==> config.mk <==
export PLATFORM = sky130hd
export DESIGN_NAME = windowed_watchdog_timer
export DESIGN_NICKNAME = d
export VERILOG_FILES = /design/src/logic/watchdog_pkg.sv /design/src/logic/windowed_watchdog_timer.sv
export VERILOG_INCLUDE_DIRS = /design/src /design/src/logic
export SDC_FILE = /design/constraint.sdc
export NUM_CORES = 1
export LEC_CHECK = 0
export BUFFER_PORTS_ARGS = -buffer_cell sky130_fd_sc_hd__buf_2
export CORE_ASPECT_RATIO = 1.25
export CORE_MARGIN = 5
export CORE_UTILIZATION = 60
export CTS_CLUSTER_DIAMETER = 80
export DETAILED_ROUTE_END_ITERATION = 12
export GPL_TIMING_DRIVEN = 0
export PLACE_DENSITY = 0.83
export SLEW_MARGIN = 10
export SYNTH_ARGS = -nofsm -noshare
export SYNTH_HDL_FRONTEND = slang
export SYNTH_SLANG_ARGS = --single-unit
export TNS_END_PERCENT = 10
==> constraint.sdc <==
create_clock -name clk_in -period 6.22 [get_ports clk_in]
set_input_delay 0.311 -clock clk_in [delete_from_list [all_inputs] [get_ports clk_in]]
set_output_delay 0.311 -clock clk_in [all_outputs]
set_load 0.02 [all_outputs]
==> src/logic/watchdog_regs.svh <==
// Purpose: constants for the windowed watchdog timer
// Assumes: 100 MHz system clock, 32 kHz low-power oscillator tick input
// Notes: bit positions refer to the configuration word and reset-control reg
`ifndef WATCHDOG_REGS_SVH
`define WATCHDOG_REGS_SVH

`define CFG_POSTSCALE_LSB 0
`define CFG_POSTSCALE_W 4
`define CFG_PRESCALE_BIT 4
`define CFG_WINDOW_DISABLE_BIT 6
`define CFG_HW_ENABLE_BIT 7
`define CFG_WORD_W 8
`define STATUS_IDLE_BIT 2
`define STATUS_SLEEP_BIT 3
`define STATUS_TIMEOUT_BIT 4
`define STATUS_SW_ENABLE_BIT 5
`define PRESCALE_SHORT 32
`define PRESCALE_LONG 128
`define PRESCALE_CNT_W 7
`define POSTSCALE_CNT_W 15
`define OSC_NOMINAL_HZ 32000
`define PERIOD_SHORT_MS 1
`define PERIOD_LONG_MS 4

`endif

==> src/logic/watchdog_pkg.sv <==
// Purpose: types for the windowed watchdog timer
// Assumes: constants come from watchdog_regs.svh
// Notes: none
`include "watchdog_regs.svh"
package watchdog_pkg;
  typedef struct packed {
    logic hw_enable;
    logic window_disable;
    logic reserved;
    logic prescale_select;
    logic [3:0] postscale_select;
  } watchdog_config_word_t;

  typedef struct packed {
    logic clock_switch_done;
    logic power_save_instr;
    logic wake_exit;
    logic watchdog_clear_instr;
  } clear_events_t;

  typedef enum logic [2:0] {
    ST_RUN = 3'h1,
    ST_SAVE = 3'h2,
    ST_WAKE = 3'h4
  } power_state_t;
endpackage

==> src/logic/windowed_watchdog_timer.sv <==
// Purpose: windowed watchdog timer on a low-power oscillator tick
// Assumes: osc tick is a level toggling at the oscillator rate, async
// Notes: config word and events arrive from same-clock core logic
`include "watchdog_regs.svh"

module windowed_watchdog_timer
  import watchdog_pkg::*;
#(
  parameter int PRE_W = `PRESCALE_CNT_W,
  parameter int POST_W = `POSTSCALE_CNT_W,
  parameter int PRE_SHORT_DIV = `PRESCALE_SHORT,
  parameter int PRE_LONG_DIV = `PRESCALE_LONG
)
(
  input wire logic clk_in,
  input wire logic rst_in,
  input wire logic osc_tick_in,
  input wire watchdog_config_word_t config_in,
  input wire clear_events_t events_in,
  input wire logic sw_enable_set_in,
  input wire logic sw_enable_clr_in,
  input wire logic timeout_flag_clr_in,
  input wire logic sleep_enter_in,
  input wire logic status_clr_in,
  output logic low_power_rc_osc_en_out,
  output logic watchdog_reset_out,
  output logic wake_out,
  output logic sw_watchdog_enable_out,
  output logic timeout_flag_out,
  output logic sleep_flag_out,
  output logic idle_flag_out,
  output logic in_save_out
);
  localparam int PERIOD_SHORT_CYC = `OSC_NOMINAL_HZ / 1000 * `PERIOD_SHORT_MS;
  localparam int PERIOD_LONG_CYC = `OSC_NOMINAL_HZ / 1000 * `PERIOD_LONG_MS;

  // elaboration checks on what the counters rely on
  if (PERIOD_SHORT_CYC != `PRESCALE_SHORT ||
      PERIOD_LONG_CYC != `PRESCALE_LONG) begin : g_bad_nominal
    $error("prescale ratios do not match nominal periods");
  end
  if (PRE_SHORT_DIV < 2 || PRE_LONG_DIV <= PRE_SHORT_DIV) begin : g_bad_div
    $error("prescale ratios out of range");
  end
  if (((PRE_LONG_DIV - 1) >> PRE_W) != 0) begin : g_bad_pre_w
    $error("prescale counter too narrow for the long ratio");
  end
  if (POST_W < (1 << `CFG_POSTSCALE_W) - 1) begin : g_bad_post_w
    $error("postscale counter too narrow for the code range");
  end
  if ($bits(watchdog_config_word_t) != `CFG_WORD_W) begin : g_bad_cfg_w
    $error("config word width mismatch");
  end

  logic [2:0] tick_sync_r;
  logic tick_prev_r;
  logic tick_edge;
  logic enabled;
  logic clear_all;
  logic [PRE_W-1:0] pre_cnt_r;
  logic [PRE_W-1:0] pre_last;
  logic pre_wrap;
  logic [POST_W-1:0] post_cnt_r;
  logic [POST_W-1:0] post_last;
  logic [POST_W-1:0] post_quarter;
  logic in_window;
  logic timeout;
  logic early_clear;
  power_state_t pstate_r;

  // oscillator tick crosses with three flops, edge when 2nd and 3rd agree
  always_ff @(posedge clk_in) begin
    if (rst_in) begin
      tick_sync_r <= 3'h0;
      tick_prev_r <= 1'b0;
    end else begin
      tick_sync_r <= {tick_sync_r[1:0], osc_tick_in};
      if (tick_sync_r[2] == tick_sync_r[1]) begin
        tick_prev_r <= tick_sync_r[2];
      end
    end
  end
  assign tick_edge = (tick_sync_r[2] == tick_sync_r[1]) &&
                     tick_sync_r[2] && !tick_prev_r;

  // hardware bit forces the watchdog on, else the software bit
  assign enabled = config_in.hw_enable || sw_watchdog_enable_out;

  // terminal counts for the selected ratios
  always_comb begin
    pre_last = config_in.prescale_select ?
      PRE_W'(PRE_LONG_DIV - 1) :
      PRE_W'(PRE_SHORT_DIV - 1);
    post_last = POST_W'((32'h1 << config_in.postscale_select)
                        - 32'h1);
    post_quarter = post_last - (post_last >> 2);
  end

  assign pre_wrap = tick_edge && (pre_cnt_r == pre_last);
  // a clear landing on the final tick wins over the time-out
  assign timeout = enabled && pre_wrap && (post_cnt_r == post_last) &&
                   !clear_all;
  // window opens once the count reaches the last quarter
  assign in_window = (post_cnt_r >= post_quarter);
  assign early_clear = enabled && events_in.watchdog_clear_instr &&
                       (pstate_r == ST_RUN) &&
                       !config_in.window_disable &&
                       !in_window;
  assign clear_all = events_in.clock_switch_done ||
                     events_in.power_save_instr || events_in.wake_exit ||
                     events_in.watchdog_clear_instr || !enabled;

  // prescaler and postscaler counters
  always_ff @(posedge clk_in) begin
    if (rst_in || clear_all || timeout) begin
      pre_cnt_r <= '0;
      post_cnt_r <= '0;
    end else if (tick_edge) begin
      if (pre_wrap) begin
        pre_cnt_r <= '0;
        post_cnt_r <= post_cnt_r + POST_W'(1);
      end else begin
        pre_cnt_r <= pre_cnt_r + PRE_W'(1);
      end
    end
  end

  // power-save state, counting continues in sleep and idle
  always_ff @(posedge clk_in) begin
    if (rst_in) begin
      pstate_r <= ST_RUN;
    end else begin
      case (pstate_r)
        ST_RUN: begin
          if (events_in.power_save_instr) begin
            pstate_r <= ST_SAVE;
          end
        end
        ST_SAVE: begin
          if (timeout) begin
            pstate_r <= ST_WAKE;
          end else if (events_in.wake_exit) begin
            pstate_r <= ST_RUN;
          end
        end
        ST_WAKE: pstate_r <= ST_RUN;
        default: pstate_r <= ST_RUN;
      endcase
    end
  end

  // outputs toward core and reset logic
  always_ff @(posedge clk_in) begin
    if (rst_in) begin
      watchdog_reset_out <= 1'b0;
      wake_out <= 1'b0;
      in_save_out <= 1'b0;
      low_power_rc_osc_en_out <= 1'b0;
    end else begin
      watchdog_reset_out <= (timeout && pstate_r == ST_RUN) ||
                            early_clear;
      wake_out <= timeout && pstate_r == ST_SAVE;
      in_save_out <= (pstate_r == ST_SAVE);
      low_power_rc_osc_en_out <= enabled;
    end
  end

  // software enable bit
  always_ff @(posedge clk_in) begin
    if (rst_in) begin
      sw_watchdog_enable_out <= 1'b0;
    end else if (sw_enable_set_in) begin
      sw_watchdog_enable_out <= 1'b1;
    end else if (sw_enable_clr_in) begin
      sw_watchdog_enable_out <= 1'b0;
    end
  end

  // sticky time-out flag, set wins over clear; survives device reset
  always_ff @(posedge clk_in) begin
    if (timeout) begin
      timeout_flag_out <= 1'b1;
    end else if (timeout_flag_clr_in) begin
      timeout_flag_out <= 1'b0;
    end else if (rst_in && !timeout_flag_out) begin
      timeout_flag_out <= 1'b0;
    end
  end

  // sleep and idle status, left set after wake for software to clear
  always_ff @(posedge clk_in) begin
    if (rst_in) begin
      sleep_flag_out <= 1'b0;
      idle_flag_out <= 1'b0;
    end else if (events_in.power_save_instr) begin
      sleep_flag_out <= sleep_enter_in;
      idle_flag_out <= !sleep_enter_in;
    end else if (status_clr_in) begin
      sleep_flag_out <= 1'b0;
      idle_flag_out <= 1'b0;
    end
  end
endmodule // windowed_watchdog_timer

==> results of run 1 <==
power by group through the flow:
stage / Clock, mW / Sequential [mW] / Combinational [mW]
after global routing: 0.164 / 0.242 / 0.198
after CTS: 0.153 / 0.242 / 0.174
final: 0.150 / 0.242 / 0.177
after floorplan: 0 / 0.249 / 0.128
after global placement: 0 / 0.247 / 0.168
after detailed placement: 0 / 0.248 / 0.173
sequential cells by signal (all words and copies together) (netlist names):
register                 cells
timeout_flag_out             1
tick_sync_r                  3
post_cnt_r                  15
pre_cnt_r                    7
tick_prev_r                  1
pstate_r                     3
in_save_out                  1
sleep_flag_out               1
wake_out                     1
watchdog_reset_out           1
idle_flag_out                1
low_power_rc_osc_en_out      1
sw_watchdog_enable_out       1
logic make-up after synthesis:
| family | Yosys count | synth area share |
|---|---|---|
| flip-flops | 37 | 0.237 |
| AO/OA/AOI/OAI | 96 | 0.202 |
| XOR/XNOR | 35 | 0.0979 |
| adder cells (fa/ha/maj) | 30 | 0.122 |
| AND/OR/NAND/NOR | 163 | 0.261 |
| buffers and inverters | 42 | 0.0567 |
| multiplexers | 7 | 0.0236 |
layer usage:
metal,track usage,share of wire,up-vias
li1,-,-,1526
met1,0.303,0.40,1510
met2,0.424,0.51,117
met4,0.135,0.046,0
met5,0,0,-
met3,0.0367,0.043,30
area by class of cell:
class,instances,area [um^2]
fillers,466,1670
multi-input cells,331,2210
well taps,62,77.6
inverters,22,82.6
clock inverters,1,5.00
repair buffers,25,125
plain buffers,20,95.1
flip-flops and latches,37,741
clock buffers,5,68.8
worst max-delay path by stage:
stage | startpoint | endpoint
global placement | config_in[1] | watchdog_reset_out
CTS | config_in[1] | watchdog_reset_out
floorplan | config_in[1] | watchdog_reset_out
finish | config_in[1] | watchdog_reset_out
global route | config_in[1] | watchdog_reset_out
detailed placement | config_in[1] | watchdog_reset_out
synthesized netlist by cell type, types with 5 or more instances:
cell type  number
nor2_1         50
dfxtp_1        37
nand2_1        37
ha_1           29
a21oi_1        27
o21ai_0        27
inv_1          22
xor2_1         19
xnor2_1        16
nand4_1        14
nand2b_1       12
clkbuf_1       10
nor3_1         10
nor2b_1         8
nand3_1         7
a21o_1          5
==> out/results.txt, run 1 <==
Die area - 6770 um^2
Cts repair resizes - 0
Asr flop ratio synth - 0
Skew-Pair Late Insertion Delay - 0.28 ns
Hold depth - 2
Comb pwr share - 0.311
Status - completed
Die Y - 90.8 um
CTS tree - done
Largest net degree at the start of global routing - 11
Netlist cell types - 59
Setup Buffers After CTS - 0
Commonest non-fill, non-tap cell in the layout - nor2_1
Residual DRC count - 0
Final Non-Filler Cells - 503
Synth area leader - dfxtp_1
Final period utilization - 0.891
Final net count - 492
Power, Total - 0.569 mW
Crit path DAT - 5.76 ns
Achievable clock frequency - 180 MHz
Setup tns final - 0 ns
Seq cells post-synth - 37
Slew HR - 0.562
Critical path type - primary input to flop
WL per Instance - 15.9 um
CP max stage cell - clkbuf_1
Minimum clock period after layout - 5.54 ns
WP buf/inv - 6
Clock buffer depth - 2
CP required - 6.44 ns
Yosys synthesis warning count - 0
Final hold slack - 0.204 ns
Detailed Route WL - 7.98 mm
Area growth syn-to-layout - 8.83%
Fin. Hold Viols - 0
Sequential Power Share - 0.426
Post-route cell area - 3410 um^2
Final Setup Violations - 0
Hold path endpoint - timeout_flag_out
Leakage - 1.40 nW
Critical path peak fanout - 10
Dpl cells - 497
Grt ovf - 0
Overall Global Routing Usage - 0.254
Reg-to-reg endpoint - pre_cnt_r[0]
CTS Sinks - 37
Core Footprint - 5080 um^2
Post-synth EDFFs - 0
Maximum vdd ir drop - 0.184 mV
Reg-to-Reg Start - pre_cnt_r[5]
Clock Root Buffer - clkbuf_8
RSZ-0062 raised after global routing - false
R2R cell count - 8
Top cells by area in the synthesized netlist - dfxtp_1 24%, ha_1 12%, nor2_1 6.0%
Clk pwr share - 0.263
Place WS - 0.488 ns
R2r setup slk - 3.46 ns
Worst setup margin - 0.679 ns
Antenna diode count - 0
Post-synthesis sequential area ratio - 0.237
Via density - 6.33
Synthesized net count - 460
Vias in the first global route - 3062
Cell Pwr Density - 167 nW/um^2
Largest stage delay, worst path - 0.43 ns
Share of cells above drive strength 1 - 0.111
P_sw - 0.184 mW
CP Depth - 25
Startpoint types - primary input
Antenna violations before repair - 0
Top cell type's share of synthesized area - 0.237
CTS H-tree lvls - 2
Placer Congestion - 0.970
Num CTS Buffers - 5
Initial Utilization - 0.617
Clock skew - 0.00473 ns
Final Slew Violations - 0
Top delay family on crit path - buffers and inverters
CTS Hold Bufs - 0
Detailed Place HPWL - 6.28 mm
Avg Cell Area, Syn - 7.64 um^2
Post-synthesis cell area - 3130 um^2
Worst Hold Class - primary input to flop
Vias - 3183
Post-route ant nets - 0
Max-cap violations - 0
Gate Count Post-Synth - 410
Die width - 74.6 um
First-pass GRT wire length - 13.8 mm
Drt pass-1 iters - 5
Worst Max-Slew Pin Slew - 0.650 ns
I/O pin count - 28
Post-synth top flop - dfxtp_1
Placed instance area - 3330 um^2
Critical Path End Type - flop
Worst-path clk slew - 0.07 ns
FP Rows - 29
Most frequent cells in the layout - 50 x nor2_1, 37 x nand2_1, 37 x dfxtp_1
Switch share - 0.323
Initial drt markers - 217
Port bufs - 25
Most common cell on crit path - clkbuf_1
Hold path startpoint - timeout_flag_clr_in
Internal cell power - 0.385 mW
Fin util - 0.671
(Power assumes the default switching activity.)
==> inputs of run 2 (changes only) <==
Settings changed: CELL_PAD_IN_SITES_DETAIL_PLACEMENT set to 1, CELL_PAD_IN_SITES_GLOBAL_PLACEMENT set to 2, CORE_UTILIZATION 60 to 35, CTS_BUF_LIST set to sky130_fd_sc_hd__clkbuf_16.
==> out/results.txt, run 2 (same netlist as run 1, synthesis figures left out) <==
WL per Instance - 17.0 um (+7.5%)
Critical Path End Type - flop
Die Y - 116 um (+28%)
Final net count - 492 (unchanged)
Start point of the critical path - config_in[1]
Grt ovf - 0 (unchanged)
Internal cell power - 0.543 mW (+41%)
Final Setup Violations - 0 (unchanged)
Comb pwr share - 0.241 (-0.070)
CTS Sinks - 37 (unchanged)
Die width - 94.6 um (+27%)
Worst Hold Class - primary input to flop
Final period utilization - 0.939 (+0.0486)
RSZ-0062 raised after global routing - false
Antenna diode count - 0 (unchanged)
FP Rows - 38 (+31%)
Sequential Power Share - 0.321 (-0.105)
Critical path type - primary input to flop
Initial Utilization - 0.360 (-0.257)
Hold path endpoint - timeout_flag_out
Wire length on met3 - 241 um (-30%)
CTS H-tree lvls - 2 (unchanged)
Met2 WL - 4.96 mm (+22%)
Most frequent cells in the layout - 50 x nor2_1, 37 x nand2_1, 37 x dfxtp_1
Placer Congestion - 0.894 (-7.8%)
Crit path DAT - 6.06 ns (+0.30 ns)
Reg-to-reg endpoint - post_cnt_r[0]
Post-route ant nets - 0 (unchanged)
Largest net degree at the start of global routing - 14 (+3)
Top reg by flops - post_cnt_r
Worst setup margin - 0.377 ns (-0.302 ns)
Max-cap violations - 0 (unchanged)
Largest registers - post_cnt_r x15, pre_cnt_r x7
Detailed Route WL - 9.60 mm (+20%)
Hold depth - 2 (unchanged)
Cell Pwr Density - 210 nW/um^2 (+26%)
Via density - 5.53 (-13%)
CTS tree - done
R2R cell count - 8 (unchanged)
R2r setup slk - 3.33 ns (-0.13 ns)
Worst-path clk slew - 0.06 ns (about the same)
Power, Total - 0.756 mW (+33%)
Place WS - 0.188 ns (-0.300 ns)
CTS Hold Bufs - 0 (unchanged)
Vias - 3116 (-2.1%)
Startpoint types - primary input
Minimum clock period after layout - 5.84 ns (+0.302 ns)
Max FFs per register - 15 (unchanged)
I/O pin count - 28 (unchanged)
Clk pwr share - 0.438 (+0.175)
Drt pass-1 iters - 4 (-1)
Die area - 11000 um^2 (+62%)
Achievable clock frequency - 171 MHz (-5.2%)
Detailed Place HPWL - 7.42 mm (+18%)
Overall Global Routing Usage - 0.180 (-0.0732)
P_sw - 0.213 mW (+16%)
Clock Root Buffer - clkbuf_16
Share of cells above drive strength 1 - 0.115 (+0.00401)
Clock buffer depth - 2 (unchanged)
Status - completed
Reg-to-Reg Start - pre_cnt_r[5]
Dpl cells - 555 (+12%)
Commonest non-fill, non-tap cell in the layout - nor2_1
Worst Max-Slew Pin Slew - 0.866 ns (+0.217 ns)
Hold path startpoint - timeout_flag_clr_in
Num CTS Buffers - 5 (unchanged)
Antenna violations before repair - 0 (unchanged)
Clock skew - 0.00558 ns (+0.000847 ns)
First-pass GRT wire length - 15.6 mm (+13%)
Switch share - 0.282 (-0.0412)
DR top layer - met4
Final Slew Violations - 0 (unchanged)
Setup tns final - 0 ns (unchanged)
Fin. Hold Viols - 0 (unchanged)
Port bufs - 25 (unchanged)
Residual DRC count - 0 (unchanged)
Core Footprint - 8700 um^2 (+71%)
Setup Buffers After CTS - 0 (unchanged)
Vias in the first global route - 3254 (+6.3%)
Skew-Pair Late Insertion Delay - 0.28 ns (about the same)
Maximum vdd ir drop - 0.179 mV (-2.7%)
Initial drt markers - 102 (-53%)
WL met1 - 4.17 mm (+30%)
Leakage - 1.45 nW (+3.9%)
CP required - 6.44 ns (about the same)
Area growth syn-to-layout - 15.0%
Cts repair resizes - 0 (unchanged)
Slew HR - 0.416 (-0.146)
FILL cells - 1113 (+140%)
Critical path peak fanout - 10 (unchanged)
Final Non-Filler Cells - 563 (+12%)
run 2: changes by cell type in the layout (fill, tap and decap cells not counted), sizes merged:
cell,before,now
inv,22,23
clkinv,1,0
bufinv,0,2
run 2: area by class of cell:
type | instances | area (um^2) | share of cell area
buffer | 20 | 95.1 | 0.0264
clock buffer | 5 | 125 | 0.0347
clock inverter | 3 | 68.8 | 0.0191
inverter | 22 | 82.6 | 0.0229
multi-input combinational | 331 | 2210 | 0.615
sequential | 37 | 741 | 0.206
tap | 120 | 150 | 0.0417
timing repair buffer | 25 | 125 | 0.0347
run 2: how the worst max path moves through the flow:
stage,to,depth (start not counted)
floorplan,watchdog_reset_out,24
global placement,watchdog_reset_out,26
detailed placement,watchdog_reset_out,26
CTS,watchdog_reset_out,26
global route,watchdog_reset_out,26
finish,watchdog_reset_out,25
run 2: metal layers:
metal  GRT usage  up-vias
met3      0.0201       18
met1       0.211     1517
met4      0.0635        0
met5           0        -
met2       0.336       53
li1            -     1528
run 2: power groups by stage:
stage               registers [mW]  clock network (mW)  logic [mW]
floorplan                    0.249                   0       0.128
global placement             0.247                   0       0.175
detailed placement           0.247                   0       0.181
CTS                          0.242               0.338       0.181
global route                 0.243               0.350       0.204
finish                       0.242               0.331       0.182
run 2: stage by stage:
step	hold WS, ns	area (um^2)	utilization
3_5_place_dp	0.448	3410	0.392
5_1_grt	0.240	3600	0.414
2_1_floorplan	0.411	3130	-
4_1_cts	0.230	3600	0.414
3_3_place_gp	0.424	3410	0.392
6_report	0.220	3600	0.414
run 2: worst max-delay path, cell delays in order:
cell and delay [ns]:
buf_2 0.10, clkbuf_1 0.35, buf_2 0.33, nor2_1 0.10, nand2_1 0.08, ha_1 0.13, clkbuf_1 0.27, clkbuf_1 0.38
clkbuf_1 0.45, xnor2_1 0.21, ha_1 0.26, fa_1 0.40, nand2b_1 0.19, a21oi_1 0.31, o21ai_1 0.29, mux2_2 0.36
o221ai_1 0.25, ha_1 0.29, nand2_1 0.06, nor2_1 0.07, a221oi_1 0.26, o21ai_0 0.12, o2111ai_1 0.23, nand4_1 0.12
a21oi_1 0.14
==> inputs of run 3 (changes only) <==
Settings changed: RECOVER_POWER set to 25.
==> out/results.txt, run 3 (same netlist as run 1, synthesis figures left out) <==
CTS Hold Bufs - 0 (unchanged)
Place WS - 0.188 ns (unchanged)
Crit path DAT - 6.06 ns (about the same)
Die Y - 116 um (unchanged)
Vias in the first global route - 3254 (unchanged)
Hold path startpoint - timeout_flag_clr_in
GRT met1 Usage - 0.211 (unchanged)
Hold path endpoint - timeout_flag_out
Setup Buffers After CTS - 0 (unchanged)
Port bufs - 25 (unchanged)
Top reg by flops - post_cnt_r
WP buf/inv - 6 (unchanged)
CP required - 6.44 ns (about the same)
Critical path type - primary input to flop
Worst-path clk slew - 0.06 ns (about the same)
Reg-to-Reg Start - pre_cnt_r[5]
Area growth syn-to-layout - 14.9% (about the same)
R2r setup slk - 3.33 ns (about the same)
Most frequent cells in the layout - 50 x nor2_1, 37 x nand2_1, 37 x dfxtp_1
Start point of the critical path - config_in[1]
Final Setup Violations - 0 (unchanged)
Final net count - 492 (unchanged)
CTS tree - done
Critical Path End Type - flop
Detailed Place HPWL - 7.42 mm (unchanged)
Commonest non-fill, non-tap cell in the layout - nor2_1
Achievable clock frequency - 171 MHz (unchanged)
Top delay family on crit path - buffers and inverters
Clock skew - 0.00558 ns (unchanged)
Met2 Usage GRT - 0.336 (unchanged)
Startpoint types - primary input
Minimum clock period after layout - 5.84 ns (unchanged)
Core Footprint - 8700 um^2 (unchanged)
RSZ-0062 raised after global routing - false
Die width - 94.6 um (unchanged)
Largest net degree at the start of global routing - 14 (unchanged)
Setup tns final - 0 ns (unchanged)
Largest registers - post_cnt_r x15, pre_cnt_r x7
Share of cells above drive strength 1 - 0.113 (-0.00226)
Worst Max-Slew Pin Slew - 0.866 ns (unchanged)
Cell Pwr Density - 210 nW/um^2 (about the same)
Most common cell on crit path - clkbuf_1
Die area - 11000 um^2 (unchanged)
Num CTS Buffers - 5 (unchanged)
Grt ovf - 0 (unchanged)
Status - completed
FP Rows - 38 (unchanged)
Cts repair resizes - 0 (unchanged)
Initial drt markers - 102 (unchanged)
Hold depth - 2 (unchanged)
I/O pin count - 28 (unchanged)
Worst setup margin - 0.377 ns (unchanged)
Post-route ant nets - 0 (unchanged)
WL per Instance - 17.1 um (about the same)
Met3 Usage GRT - 0.0201 (unchanged)
Max-cap violations - 0 (unchanged)
Fin. Hold Viols - 0 (unchanged)
Residual DRC count - 0 (unchanged)
Drt pass-1 iters - 4 (unchanged)
Vias - 3116 (unchanged)
Placer Congestion - 0.894 (unchanged)
Antenna diode count - 0 (unchanged)
Antenna violations before repair - 0 (unchanged)
CTS Sinks - 37 (unchanged)
Critical path peak fanout - 10 (unchanged)
Clock Root Buffer - clkbuf_16
Gr busiest metal - met2
Dpl cells - 555 (unchanged)
Final Non-Filler Cells - 563 (unchanged)
Slew HR - 0.416 (unchanged)
Clock buffer depth - 2 (unchanged)
Final period utilization - 0.939 (unchanged)
Final Slew Violations - 0 (unchanged)
Max FFs per register - 15 (unchanged)
CTS H-tree lvls - 2 (unchanged)
CP max stage cell - clkbuf_1
Via density - 5.53 (unchanged)
First-pass GRT wire length - 15.6 mm (unchanged)
Detailed Route WL - 9.60 mm (about the same)
Overall Global Routing Usage - 0.180 (unchanged)
Worst Hold Class - primary input to flop
Skew-Pair Late Insertion Delay - 0.28 ns (about the same)
Leakage - 1.45 nW (-0.30%)
Maximum vdd ir drop - 0.179 mV (unchanged)
Reg-to-reg endpoint - post_cnt_r[0]
Initial Utilization - 0.360 (unchanged)
R2R cell count - 8 (unchanged)
Largest stage delay, worst path - 0.45 ns (about the same)
## run 3: through the flow
step	power [mW]	util	hold slack, ns	cell area (um^2)
finish	0.756	0.414	0.220	3600
detailed placement	0.428	0.392	0.448	3410
CTS	0.761	0.414	0.230	3600
floorplan	0.377	-	0.411	3130
global placement	0.423	0.392	0.424	3410
global route	0.797	0.414	0.240	3600
## run 3: worst max-delay path by stage
stage	end	cells past startpoint	slack, ns
floorplan	watchdog_reset_out	24	1.54
global placement	watchdog_reset_out	26	0.28
detailed placement	watchdog_reset_out	26	0.19
CTS	watchdog_reset_out	26	0.48
global route	watchdog_reset_out	26	0.04
finish	watchdog_reset_out	25	0.38
## run 3: per-layer routing
layer | share of wire | wire, um | up-vias
li1 | - | - | 1528
met1 | 0.43 | 4170 | 1517
met2 | 0.52 | 4960 | 53
met3 | 0.025 | 241 | 18
met4 | 0.023 | 221 | 0
met5 | 0 | 0 | -
## run 3: layout make-up
class | count | area (um^2)
tap | 120 | 150
timing repair buffer | 25 | 124
clock inverter | 3 | 68.8
fill | 1113 | 5100
inverter | 22 | 82.6
clock buffer | 5 | 125
multi-input combinational | 331 | 2210
buffer | 20 | 95.1
sequential | 37 | 741
## run 3: power by group
| part | internal, mW | total (mW) | switching (mW) |
|---|---|---|---|
| registers | 0.241 | 0.242 | 0.00172 |
| logic | 0.0711 | 0.182 | 0.111 |
| clock network | 0.231 | 0.331 | 0.100 |
| total | 0.543 | 0.756 | 0.213 |
## run 3: worst register-to-register path, stage by stage, from the launching register on
cell and delay [ns]:
dfxtp_1 0.34, or3_4 0.40, a2111oi_4 0.71, nand4b_1 0.21, a2111oi_2 0.35, nand4_2 0.28
nand4bb_2 0.25, buf_6 0.17, nor2_1 0.07
